[src/hdl/tsc_pkg.sv]
// Shared constants, codes and carrier types for the two-wire slave transmitter
package tsc_pkg;

  // Register byte offsets on the Avalon-MM slave
  localparam logic [3:0] CTRL_OFS = 4'h0;
  localparam logic [3:0] STAT_OFS = 4'h4;
  localparam logic [3:0] DATA_OFS = 4'h8;
  localparam logic [3:0] OWN_OFS  = 4'hc;

  // Control register bit positions
  localparam int CB_DONE  = 7;
  localparam int CB_ACKEN = 6;
  localparam int CB_STA   = 5;
  localparam int CB_STO   = 4;
  localparam int CB_EN    = 2;

  // Own address register: address in [7:1], general call enable in bit 0
  localparam int OB_GCE = 0;
  localparam logic [6:0] GEN_CALL_ADDR = 7'h00;

  // Status codes, prescaler bits zero
  localparam logic [7:0] SC_SLA_R_ACK  = 8'ha8;
  localparam logic [7:0] SC_LOST_SLA_R = 8'hb0;
  localparam logic [7:0] SC_DATA_ACK   = 8'hb8;
  localparam logic [7:0] SC_DATA_NACK  = 8'hc0;
  localparam logic [7:0] SC_LAST_ACK   = 8'hc8;
  localparam logic [7:0] SC_NO_INFO    = 8'hf8;
  localparam logic [7:0] SC_BUS_ERR    = 8'h00;
  localparam logic [7:0] SC_MST_START  = 8'h08;
  localparam logic [7:0] SC_MST_ACK    = 8'h18;
  localparam logic [7:0] SC_MST_NACK   = 8'h20;

  // Bits per byte on the wire
  localparam logic [3:0] BYTE_BITS = 4'h8;

  // Master half bit time, rounded up to whole clock cycles
  localparam int CLK_PERIOD_NS = 10;
  localparam int MST_HALF_NS   = 5000;
  localparam int MST_HALF_CYC  = (MST_HALF_NS + CLK_PERIOD_NS - 1) / CLK_PERIOD_NS;
  localparam logic [8:0] DIV_RELOAD = 9'(MST_HALF_CYC - 1);

  // Bus engine states
  typedef enum logic [3:0] {
    ST_IDLE, ST_ADDR, ST_AACK, ST_TX, ST_RACK, ST_HOLD,
    ST_BERR, ST_MSTA, ST_MBITS, ST_MHOLD, ST_MSTO
  } tsc_state_e;

  // Synchronised line levels and detected bus events
  typedef struct packed {
    logic scl;
    logic sda;
    logic scl_rise;
    logic scl_fall;
    logic start;
    logic stop;
  } tsc_line_s;

endpackage

[src/hdl/tsc_line_mon.sv]
// Two-flop synchronisers and edge, START and STOP detection for the bus pins
`timescale 1ns/1ps
module tsc_line_mon
  import tsc_pkg::*;
(
  // Clock and reset
  input  wire logic      clk,
  input  wire logic      rst,
  // Raw bus pins
  input  wire logic      scl_i,
  input  wire logic      sda_i,
  // Registered events
  output tsc_line_s      ln
);

  typedef struct packed {
    logic [1:0] m1;
    logic [1:0] m2;
    logic [1:0] p;
    tsc_line_s  ev;
  } tsc_mon_s;

  tsc_mon_s q;
  tsc_mon_s n;

  // First stage feeds only the second; events look at stages two and three
  always_comb begin
    n = q;
    n.m1 = {scl_i, sda_i};
    n.m2 = q.m1;
    n.p  = q.m2;
    n.ev.scl      = q.m2[1];
    n.ev.sda      = q.m2[0];
    n.ev.scl_rise = q.m2[1] & ~q.p[1];
    n.ev.scl_fall = ~q.m2[1] & q.p[1];
    n.ev.start    = q.m2[1] & q.p[1] & ~q.m2[0] & q.p[0];
    n.ev.stop     = q.m2[1] & q.p[1] & q.m2[0] & ~q.p[0];
  end

  // Idle bus is high, so reset to high to avoid false events
  always_ff @(posedge clk or posedge rst) begin
    if (rst) begin
      q <= '0;
      q.m1 <= 2'h3;
      q.m2 <= 2'h3;
      q.p  <= 2'h3;
      q.ev.scl <= 1'b1;
      q.ev.sda <= 1'b1;
    end else begin
      q <= n;
    end
  end

  assign ln = q.ev;

endmodule

[src/hdl/tsc_slave_tx.sv]
// Two-wire slave transmitter with status codes, master start and register slave
//
// What this block does
// - Data register not refreshed from bus traffic
// - Own read address acked: flag, code a8
// - Lost arbitration then addressed: code b0
// - Data acked by master: code b8
// - Data not acked by master: code c0
// - Final byte still acked: code c8
// - Ack enable zero sends final byte
// - Ack enable one expects master ack
// - After c0/c8, ack enable zero ignores addresses
// - After c0/c8, ack enable one recognises addresses
// - Start bit set: START when bus free
// - Flag clear: status reads f8
// - Misplaced START or STOP: code 00
// - Bus error sets job done flag
// - Recovery: unaddressed, stop bit self clears
// - Recovery releases lines, sends no STOP
// - Repeated START keeps bus ownership
// - Status in bits 7:3, prescaler 1:0
// - Flag set stretches clock except on bus error; one clears
//
// Our own choices: the placing of the registers and the Avalon-MM register port.
`timescale 1ns/1ps
module tsc_slave_tx
  import tsc_pkg::*;
(
  // Clock and reset
  input  wire logic        clk,
  input  wire logic        rst,
  // Avalon-MM register slave
  input  wire logic [3:0]  avs_address,
  input  wire logic        avs_read,
  input  wire logic        avs_write,
  input  wire logic [31:0] avs_writedata,
  input  wire logic [3:0]  avs_byteenable,
  output logic      [31:0] avs_readdata,
  output logic             avs_waitrequest,
  // Open-drain bus pins
  input  wire logic        scl_i,
  output logic             scl_o,
  output logic             scl_oe,
  input  wire logic        sda_i,
  output logic             sda_o,
  output logic             sda_oe
);

  typedef struct packed {
    tsc_state_e  st;
    logic        jd;
    logic        ack_en;
    logic        start_request_bit;
    logic        stop_request_bit;
    logic        en;
    logic [1:0]  psc;
    logic [7:0]  code;
    logic [7:0]  dreg;
    logic [7:0]  own;
    logic [7:0]  sh;
    logic [3:0]  bits;
    logic [1:0]  ph;
    logic        lost;
    logic        last;
    logic        mack;
    logic        busy;
    logic        scl_lo;
    logic        sda_lo;
    logic        acked;
    logic [8:0]  cnt;
    logic [31:0] rdata;
  } tsc_core_s;

  tsc_core_s  q;
  tsc_core_s  n;
  tsc_line_s  ln;
  logic       req;
  logic       do_wr;
  logic       ctl_wr;
  logic       clr;
  logic       tick;
  logic       frame_err;
  logic [7:0] wd;
  logic [7:0] stat_rd;

  // Own address, or general call when enabled, while acks are on
  function automatic logic addr_hit(input logic [7:0] rx, input logic [7:0] own,
                                    input logic acken);
    addr_hit = acken & ((rx[7:1] == own[7:1]) |
                        ((rx[7:1] == GEN_CALL_ADDR) & own[OB_GCE]));
  endfunction

  tsc_line_mon u_mon (
    .clk   (clk),
    .rst   (rst),
    .scl_i (scl_i),
    .sda_i (sda_i),
    .ln    (ln)
  );

  // Bus strobes; one wait state on every access
  assign req             = avs_read | avs_write;
  assign avs_waitrequest = req & ~q.acked;
  assign do_wr           = avs_write & q.acked & avs_byteenable[0];
  assign wd              = avs_writedata[7:0];
  assign ctl_wr          = do_wr && (avs_address == CTRL_OFS);
  assign clr             = ctl_wr && wd[CB_DONE];
  assign tick            = (q.cnt == 9'h000);

  assign stat_rd = {(q.jd ? q.code[7:3] : SC_NO_INFO[7:3]), 1'b0, q.psc};

  // Misplaced START or STOP inside a frame
  assign frame_err = (ln.start || ln.stop) &&
                     ((q.st == ST_AACK) || (q.st == ST_TX) || (q.st == ST_RACK) ||
                      ((q.st == ST_ADDR) && (q.bits != 4'h0)));

  // Next state of registers and bus engine
  always_comb begin
    n = q;
    n.acked = req & ~q.acked;
    if (req && !q.acked) begin
      n.rdata = 32'h0000_0000;
      case (avs_address)
        CTRL_OFS: n.rdata[7:0] = {q.jd, q.ack_en, q.start_request_bit, q.stop_request_bit, 1'b0, q.en, 2'b00};
        STAT_OFS: n.rdata[7:0] = stat_rd;
        DATA_OFS: n.rdata[7:0] = q.dreg;
        OWN_OFS:  n.rdata[7:0] = q.own;
        default:  n.rdata = 32'h0000_0000;
      endcase
    end
    if (do_wr) begin
      case (avs_address)
        CTRL_OFS: begin
          n.ack_en = wd[CB_ACKEN];
          n.start_request_bit    = wd[CB_STA];
          n.stop_request_bit    = wd[CB_STO];
          n.en     = wd[CB_EN];
        end
        STAT_OFS: n.psc = wd[1:0];
        DATA_OFS: n.dreg = wd;
        OWN_OFS:  n.own = wd;
        default: ;
      endcase
    end
    // Clear first so a hardware set later in this cycle wins
    if (clr) begin
      n.jd = 1'b0;
    end
    n.cnt = tick ? DIV_RELOAD : q.cnt - 9'h001;
    if (ln.start) begin
      n.busy = 1'b1;
    end
    if (ln.stop) begin
      n.busy = 1'b0;
    end

    case (q.st)
      ST_IDLE: begin
        n.scl_lo = 1'b0;
        n.sda_lo = 1'b0;
        if (ln.start) begin
          n.st   = ST_ADDR;
          n.bits = 4'h0;
          n.lost = 1'b0;
        end else if (q.start_request_bit && !q.busy && !q.jd) begin
          n.st = ST_MSTA;
          n.ph = 2'h0;
        end
      end
      ST_ADDR: begin
        if (ln.scl_rise) begin
          n.sh   = {q.sh[6:0], ln.sda};
          n.bits = q.bits + 4'h1;
        end else if (ln.scl_fall && q.bits == BYTE_BITS) begin
          if (addr_hit(q.sh, q.own, q.ack_en) && q.sh[0] &&
              (q.sh[7:1] != GEN_CALL_ADDR)) begin
            n.sda_lo = 1'b1;
            n.st     = ST_AACK;
          end else begin
            n.st = ST_IDLE;
          end
        end else if (ln.stop) begin
          n.st = ST_IDLE;
        end
      end
      ST_AACK: begin
        if (ln.scl_fall) begin
          n.sda_lo = 1'b0;
          n.scl_lo = 1'b1;
          n.jd     = 1'b1;
          n.code   = q.lost ? SC_LOST_SLA_R : SC_SLA_R_ACK;
          n.st     = ST_HOLD;
        end
      end
      ST_HOLD: begin
        n.scl_lo = 1'b1;
        if (clr) begin
          n.scl_lo = 1'b0;
          if (q.code == SC_DATA_NACK || q.code == SC_LAST_ACK) begin
            n.sda_lo = 1'b0;
            n.st     = ST_IDLE;
          end else begin
            // final byte when ack enable low
            n.sh     = q.dreg;
            n.bits   = 4'h0;
            n.last   = ~n.ack_en;
            n.sda_lo = ~q.dreg[7];
            n.st     = ST_TX;
          end
        end
      end
      ST_TX: begin
        if (ln.scl_fall) begin
          n.bits   = q.bits + 4'h1;
          n.sh     = {q.sh[6:0], 1'b1};
          n.sda_lo = ~q.sh[6];
          if (q.bits == BYTE_BITS - 4'h1) begin
            n.sda_lo = 1'b0;
            n.st     = ST_RACK;
          end
        end
      end
      ST_RACK: begin
        if (ln.scl_rise) begin
          n.mack = ~ln.sda;
        end else if (ln.scl_fall) begin
          // code from ack and final mark
          n.jd     = 1'b1;
          n.scl_lo = 1'b1;
          n.st     = ST_HOLD;
          if (!q.mack) begin
            n.code = SC_DATA_NACK;
          end else begin
            n.code = q.last ? SC_LAST_ACK : SC_DATA_ACK;
          end
        end
      end
      ST_BERR: begin
        // both lines released, no STOP driven
        n.scl_lo = 1'b0;
        n.sda_lo = 1'b0;
        // back to unaddressed, stop bit self clears
        if (clr && n.stop_request_bit) begin
          n.stop_request_bit = 1'b0;
          n.st  = ST_IDLE;
        end
      end
      ST_MSTA: begin
        case (q.ph)
          2'h0: begin
            n.sda_lo = 1'b0;
            if (tick) begin
              n.scl_lo = 1'b0;
              n.ph     = 2'h1;
            end
          end
          2'h1: begin
            if (tick && ln.scl) begin
              n.sda_lo = 1'b1;
              n.ph     = 2'h2;
            end
          end
          default: begin
            if (tick) begin
              n.scl_lo = 1'b1;
              n.jd     = 1'b1;
              n.code   = SC_MST_START;
              n.st     = ST_MHOLD;
            end
          end
        endcase
      end
      ST_MHOLD: begin
        // clock stays low, nobody else gets the bus
        n.scl_lo = 1'b1;
        if (clr) begin
          n.ph = 2'h0;
          if (n.stop_request_bit) begin
            n.st = ST_MSTO;
          // repeated START from an owned bus
          end else if (n.start_request_bit) begin
            n.st = ST_MSTA;
          end else begin
            n.sh     = q.dreg;
            n.bits   = 4'h0;
            n.lost   = 1'b0;
            n.sda_lo = ~q.dreg[7];
            n.st     = ST_MBITS;
          end
        end
      end
      ST_MBITS: begin
        if (q.ph == 2'h0) begin
          if (tick) begin
            n.scl_lo = 1'b0;
            n.ph     = 2'h1;
          end
        end else if (tick && ln.scl) begin
          if (q.bits == BYTE_BITS) begin
            n.scl_lo = 1'b1;
            n.jd     = 1'b1;
            n.code   = ln.sda ? SC_MST_NACK : SC_MST_ACK;
            n.st     = ST_MHOLD;
          // lost a one: drop to slave, keep the address bits
          end else if (!q.sda_lo && !ln.sda) begin
            n.lost   = 1'b1;
            n.scl_lo = 1'b0;
            n.sh     = {q.sh[6:0], 1'b0};
            n.bits   = q.bits + 4'h1;
            n.st     = ST_ADDR;
          end else begin
            n.sh     = {q.sh[6:0], ln.sda};
            n.bits   = q.bits + 4'h1;
            n.scl_lo = 1'b1;
            n.sda_lo = (q.bits == BYTE_BITS - 4'h1) ? 1'b0 : ~q.sh[6];
            n.ph     = 2'h0;
          end
        end
      end
      ST_MSTO: begin
        if (q.ph == 2'h0) begin
          n.sda_lo = 1'b1;
          if (tick) begin
            n.scl_lo = 1'b0;
            n.ph     = 2'h1;
          end
        end else if (tick && ln.scl) begin
          n.sda_lo = 1'b0;
          n.stop_request_bit    = 1'b0;
          n.st     = ST_IDLE;
        end
      end
      default: n.st = ST_IDLE;
    endcase

    if (frame_err) begin
      n.st     = ST_BERR;
      n.jd     = 1'b1;
      n.code   = SC_BUS_ERR;
      n.scl_lo = 1'b0;
      n.sda_lo = 1'b0;
    end
    // Disabled interface lets go of the bus at once
    if (!n.en) begin
      n.st     = ST_IDLE;
      n.scl_lo = 1'b0;
      n.sda_lo = 1'b0;
    end
  end

  // Single state register
  always_ff @(posedge clk or posedge rst) begin
    if (rst) begin
      q      <= '0;
      q.code <= SC_NO_INFO;
      q.cnt  <= DIV_RELOAD;
    end else begin
      q <= n;
    end
  end

  // Readback and pin enables from flops; pins only ever pulled low
  assign avs_readdata = q.rdata;
  assign scl_o        = 1'b0;
  assign sda_o        = 1'b0;
  assign scl_oe       = q.scl_lo;
  assign sda_oe       = q.sda_lo;
endmodule

[config.mk]
export PLATFORM = sky130hd
export DESIGN_NAME = tsc_slave_tx
export DESIGN_NICKNAME = d
export VERILOG_FILES = /design/src/hdl/tsc_pkg.sv /design/src/hdl/tsc_line_mon.sv /design/src/hdl/tsc_slave_tx.sv
export SDC_FILE = /design/constraint.sdc
export NUM_CORES = 1
export LEC_CHECK = 0
export BUFFER_PORTS_ARGS = -buffer_cell sky130_fd_sc_hd__clkbuf_2
export CAP_MARGIN = 10
export CORE_ASPECT_RATIO = 0.6
export CORE_MARGIN = 2
export CORE_UTILIZATION = 57
export CTS_CLUSTER_SIZE = 10
export DETAILED_ROUTE_END_ITERATION = 7
export HOLD_SLACK_MARGIN = 0.06
export PLACE_DENSITY = 0.8
export SYNTH_ARGS = -nofsm -noshare
export SYNTH_HDL_FRONTEND = slang
export SYNTH_SLANG_ARGS = --single-unit
[constraint.sdc]
create_clock -name clk -period 3 [get_ports clk]
set_input_delay 0.6 -clock clk [delete_from_list [all_inputs] [get_ports clk]]
set_output_delay 0.6 -clock clk [all_outputs]
set_load 0.1 [all_outputs]
* After elaboration in Yosys (flattened, before gate mapping)
Cells that the tools add are included.
W data, S select, Z words.
** Operators by class
- Mux-type cells :: 117
- Add/subtract/negate cells :: 2
- Reduce and logical (&&, ||, !) cells :: 51
- Bitwise gates (word level) :: 24
- Eq/ne operators :: 80
** Operator list (count)
- $mux W12 :: 7
- $mux W4 :: 19
- $mux W8 :: 9
- $ne A4 B4 Y1 const B :: 17
- $pmux W8 S4 :: 2
- $mux W5 :: 10
- $mux W15 :: 3
- $pmux W4 S11 :: 1
- $pmux W8 S5 :: 1
- $mux W1 :: 35
- $mux W2 :: 15
- $ne A3 B3 Y1 const B :: 10
- $ne A5 B5 Y1 const B :: 5
- $eq A4 B3 Y1 const B :: 6
- $eq A4 B4 Y1 const B :: 6
- $ne A2 B2 Y1 const B :: 12
- $ne A4 B3 Y1 const B :: 6
- $pmux W4 S6 :: 1
- $reduce_and A9 Y1 :: 2
- $reduce_and A17 Y1 :: 1
- $eq A8 B8 Y1 const B :: 2
- $reduce_and A16 Y1 :: 1
- $reduce_bool A5 Y1 :: 3
- $mux W7 :: 2
- 43 further kinds :: 98
** Word-level totals
- Logic and storage cells :: 305
- Register bits :: 85
- Output and inout port bits :: 37

* Depth between registers and ports, before layout
- Depth after elaboration :: 12
- Gate-level depth with buffers :: 9
- Mapped depth without buffers :: 8

* Hierarchy
From an unflattened synthesis, not the netlist that was laid out.
** Second synthesis, totals
- Cell total of the unflattened synthesis :: 523
- Area, all modules :: 5132.4 um2
** Modules (own cells, without submodules)
- tsc_slave_tx :: cells an instance 508, instances 1, area each 4838.4 um2, seq. area each 1766.7 um2
- tsc_line_mon :: cells an instance 15, instances 1, area each 294.0 um2, seq. area each 257.7 um2

* Worst setup path before layout
No wires, ideal clock.
- Kind :: in2reg
- From :: input avs_address[2]
- To :: register q[54] (netlist bit)
- Library setup time :: 0.125 ns
- Required time :: 2.875 ns
- Slack :: 0.732 ns
- Cell stages on the path :: 7
- Data arrival time :: 2.144 ns
- Cells stage by stage :: buf_2 > nor3_2 > nand2_2 > o32a_2 > o211ai_1 > o21bai_4 > mux2_2
** Between the ends
- Word-level cells in the longest chain between the ends :: 5
- Elaborated cells on any way between the ends :: 10
- Classes of those cells :: eq/ne (4); mux (2); reduce/logical (4)
** RTL lines
- start: declaration :: line tsc_slave_tx.sv:33 : input wire logic [3:0] avs_address,
- $logic_not A4 Y1 (*) :: line tsc_slave_tx.sv:106, tsc_slave_tx.sv:132
- $mux W4 / $logic_and A1 B1 Y1 (equally long branches) :: line tsc_slave_tx.sv:132, tsc_slave_tx.sv:106
- $mux W6 / $logic_and A1 B1 Y1 (equally long branches) :: line tsc_slave_tx.sv:131, tsc_slave_tx.sv:107
- $ne A2 B2 Y1 (no source line)
- $reduce_and A11 Y1 (no source line) (*)
- end signal: assignment :: line tsc_slave_tx.sv:358 : q <= n;
- end: declaration :: line tsc_slave_tx.sv:74 : tsc_core_s q;
Mark *: on every way between the ends. The rest lies on a longest branch, timed or not.
A chain may end at the register's enable or synchronous reset.

* Worst setup path in the final report
- From :: register q[94] (netlist bit)
- To :: register q[93] (netlist bit)
** Between the ends
- Word-level cells in the longest chain between the ends :: 7
- Elaborated cells on any way between the ends :: 36
- Classes of those cells :: eq/ne (26); mux (3); reduce/logical (7)
** RTL lines
- $eq A4 B2 Y1 :: line tsc_slave_tx.sv:114, tsc_slave_tx.sv:157
- $logic_or A1 B1 Y1 (3 in series) :: line tsc_slave_tx.sv:114 : ((q.st == ST_AACK) || (q.st == ST_TX) || (q.st == ST_RACK) ||
- $logic_and A1 B1 Y1 :: line tsc_slave_tx.sv:113 : assign frame_err = (ln.start || ln.stop) &&
- $ne A5 B5 Y1 (no source line) (tied with other cells)
- $reduce_and A16 Y1 (no source line) / $mux W4 (equally long branches)
Several ways; a longest one is shown, not always the timed one.

==> results.toml <==
[detailed_routing]
wirelength_um = 14300
routed_via_density = 6.45
drtIter0Drc = 694
postRouteAntennaNets = 0
drtPass1Iterations = 5
route.detailed.drc = 0
via_count = 4402
wire_per_inst_um = 20.9

[floorplan]
die_x_um = 127
die_y_um = 77.7
num_rows = 26
core-area_um2 = 8650
num_io_pins = 83
start_util_pct = 59.7
die-area_um2 = 9870

[clocking]
htreeDepth = 3
clkTransAtPathRegs_ps = 70
clock-sinks = 80
clock_insertion_delay_worst_skew_ps = 350
postCtsHoldBufs = 0
clock-root-buffer = "clkbuf_16"
cts_buffers = 9
clk_path_buf_depth = 2
cts_resized = 0
cts_setup_buffers = 0
cts_tree = "yes"

[synth]
netlist_area_um2 = 5170
yosysUniqueCellTypes = 96
netlist_instances = 535
synthDominantCellAreaShare_pct = 30.0
yosys_warnings = 0
synth.area.top_cells = "dfrtp_1 (30%), dfstp_2 (9.2%), mux2_2 (7.6%)"
async_flop_share_pct = 100
synth-seq-cells = 80
avgSynthCellArea_um2 = 9.66
synthFlopType = "dfrtp_1"
synth_edf_count = 0
yosysSeqAreaShare_pct = 39.2
yosys.area.top_type = "dfrtp_1"

[sta]
tightest_slew_ps = 833
skew_ps = 6.22
fin_crit_sh_pct = 95.0
fmax_mhz = 351
drv_slew = 0
final.setup.tns_ps = 0
final.min_clock_period_ps = 2850
rsz0062_at_grt = "false"
hold_viol_final = 0
finalSetupViolations = 0
relSlewSlack_pct = 43.8
fin_ws_ps = 149

[pwr]
peakVddDrop_v = 0.000457
power.leakage_nw = 2.52
power_per_cell_area_nw_per_um2 = 642

[placement]
gp_congestion = 1.00
port_buffers = 29
preCtsSetupSlack_ps = 389
dp_hpwl_um = 10800
dp_cells = 666

[worst_setup_path]
worstSetupPathType = "register to register"
cp.required_ps = 3230
critPathLaunchType = "register"
r2r_slack_ps = 150
crit_arrival_ps = 3080
critPathCaptureType = "register"
path_max_fanout = 17

[finish]
final_layout_size_suffix_gt1_share_pct = 27.2
area_growth_pct = 8.91
nNetsFinal = 615
antennaDiodeCount = 0
stdcell_count = 682

[min_path]
hold_class = "input pin to async pin"

[global_route]
grt_max_degree = 54
grt-ovfl-total = 0
grt_pass1_vias = 3918
antenna_found_initial = 0
grt_pass1_wl_um = 22500
grt_use_total_pct = 30.0

[status]
outcome = "complete, no violations"

[run]
maxCapViolCount = 0
-- cell usage after synthesis, types with 6 or more instances --
library cell / number
dfrtp_1: 62
nand2_1: 41
nor2_1: 40
buf_4: 36
mux2_2: 35
a21oi_1: 31
o21ai_0: 28
inv_1: 19
dfstp_2: 18
nand3_1: 15
nor2b_1: 14
nor3_1: 9
o31ai_1: 9
a211oi_1: 7
clkbuf_1: 7
nand2b_1: 7
nor3b_1: 6
-- flip-flops by register name, summed over array words and instances, names as in the netlist --
name / count
avs_readdata: 8
q: 60
scl_oe: 1
sda_oe: 1
u_mon.ln: 5
u_mon.n: 4
u_mon.q: 1
-- through the flow --
step	hold slack [ps]	area [µm²]	total power, W	utilization, %
6_report	243	5630	0.00361	65.0
2_1_floorplan	345	5260	0.00222	-
3_5_place_dp	348	5320	0.00243	61.4
4_1_cts	254	5630	0.00359	65.0
3_3_place_gp	348	5320	0.00240	61.4
5_1_grt	277	5630	0.00376	65.0
-- worst max-delay path: stages (launching register included) --
cell	delay, ps
dfrtp_1	640
and2b_1	490
nand2_1	170
o32ai_1	720
nor4b_4	160
a21boi_1	200
mux2_1	340
-- placed cells by master (no fill, tap or decap), types with 6 or more instances in the layout --
cell type	n
nor2b_1	14
mux2_2	35
nand3_1	15
nor3_1	9
buf_4	21
nand2b_1	7
nor3b_1	6
inv_1	18
a211oi_1	7
clkbuf_16	9
clkbuf_2	29
a21oi_1	31
nand2_1	41
o31ai_1	9
dfrtp_1	62
o21ai_0	28
nor2_1	40
conb_1	26
dfstp_2	18
-- power breakdown --
group	switching [W]	internal (W)
clock	0.000502	0.000662
sequential	0.000185	0.00123
combinational	0.000656	0.000372
total	0.00134	0.00227
-- cell type report --
cell class	count	area, µm²
timing repair buffer	51	323
clock inverter	7	85.1
multi-input combinational	404	2760
tap	112	140
clock buffer	9	225
sequential	80	2020
fill	680	3030
inverter	19	72.6
-- logic make-up (layout without fill, tap and decap cells) --
group	Yosys count	in the layout	share of synthesized area (%)
other	1	26	0.0726
XOR/XNOR	8	8	1.36
flip-flops	80	80	39.2
buffers and inverters	76	86	9.28
adder cells (fa/ha/maj)	4	4	0.969
multiplexers	42	42	9.25
AND/OR/NAND/NOR	183	183	20.5
AO/OA/AOI/OAI	141	141	19.4
-- final timing paths --
| kind | startpoint | endpoint | cells after the start |
|---|---|---|---|
| min in group clk | scl_i | u_mon.n[9] | 1 |
| worst min register to register | u_mon.n[9] | u_mon.n[5] | 0 |
| worst max register to register | q[94] | q[93] | 6 |
| worst max-delay path | q[94] | q[93] | 6 |
| worst min-delay path | rst | q[53] | 2 |
| max in group asynchronous | rst | q[84] | 3 |
-- metal layers --
layer  vias to the layer above  share of wire [%]  wire length, µm  GRT usage (%)
li1                       1960                  -                -              -
met1                      2148                 46             6620           48.2
met2                       267                 39             5590           36.8
met3                        25                 13             1850           11.4
met4                         2                1.2              169           6.04
met5                         -               0.42               60           5.35
Note: power is estimated with default switching activity, not from simulation.
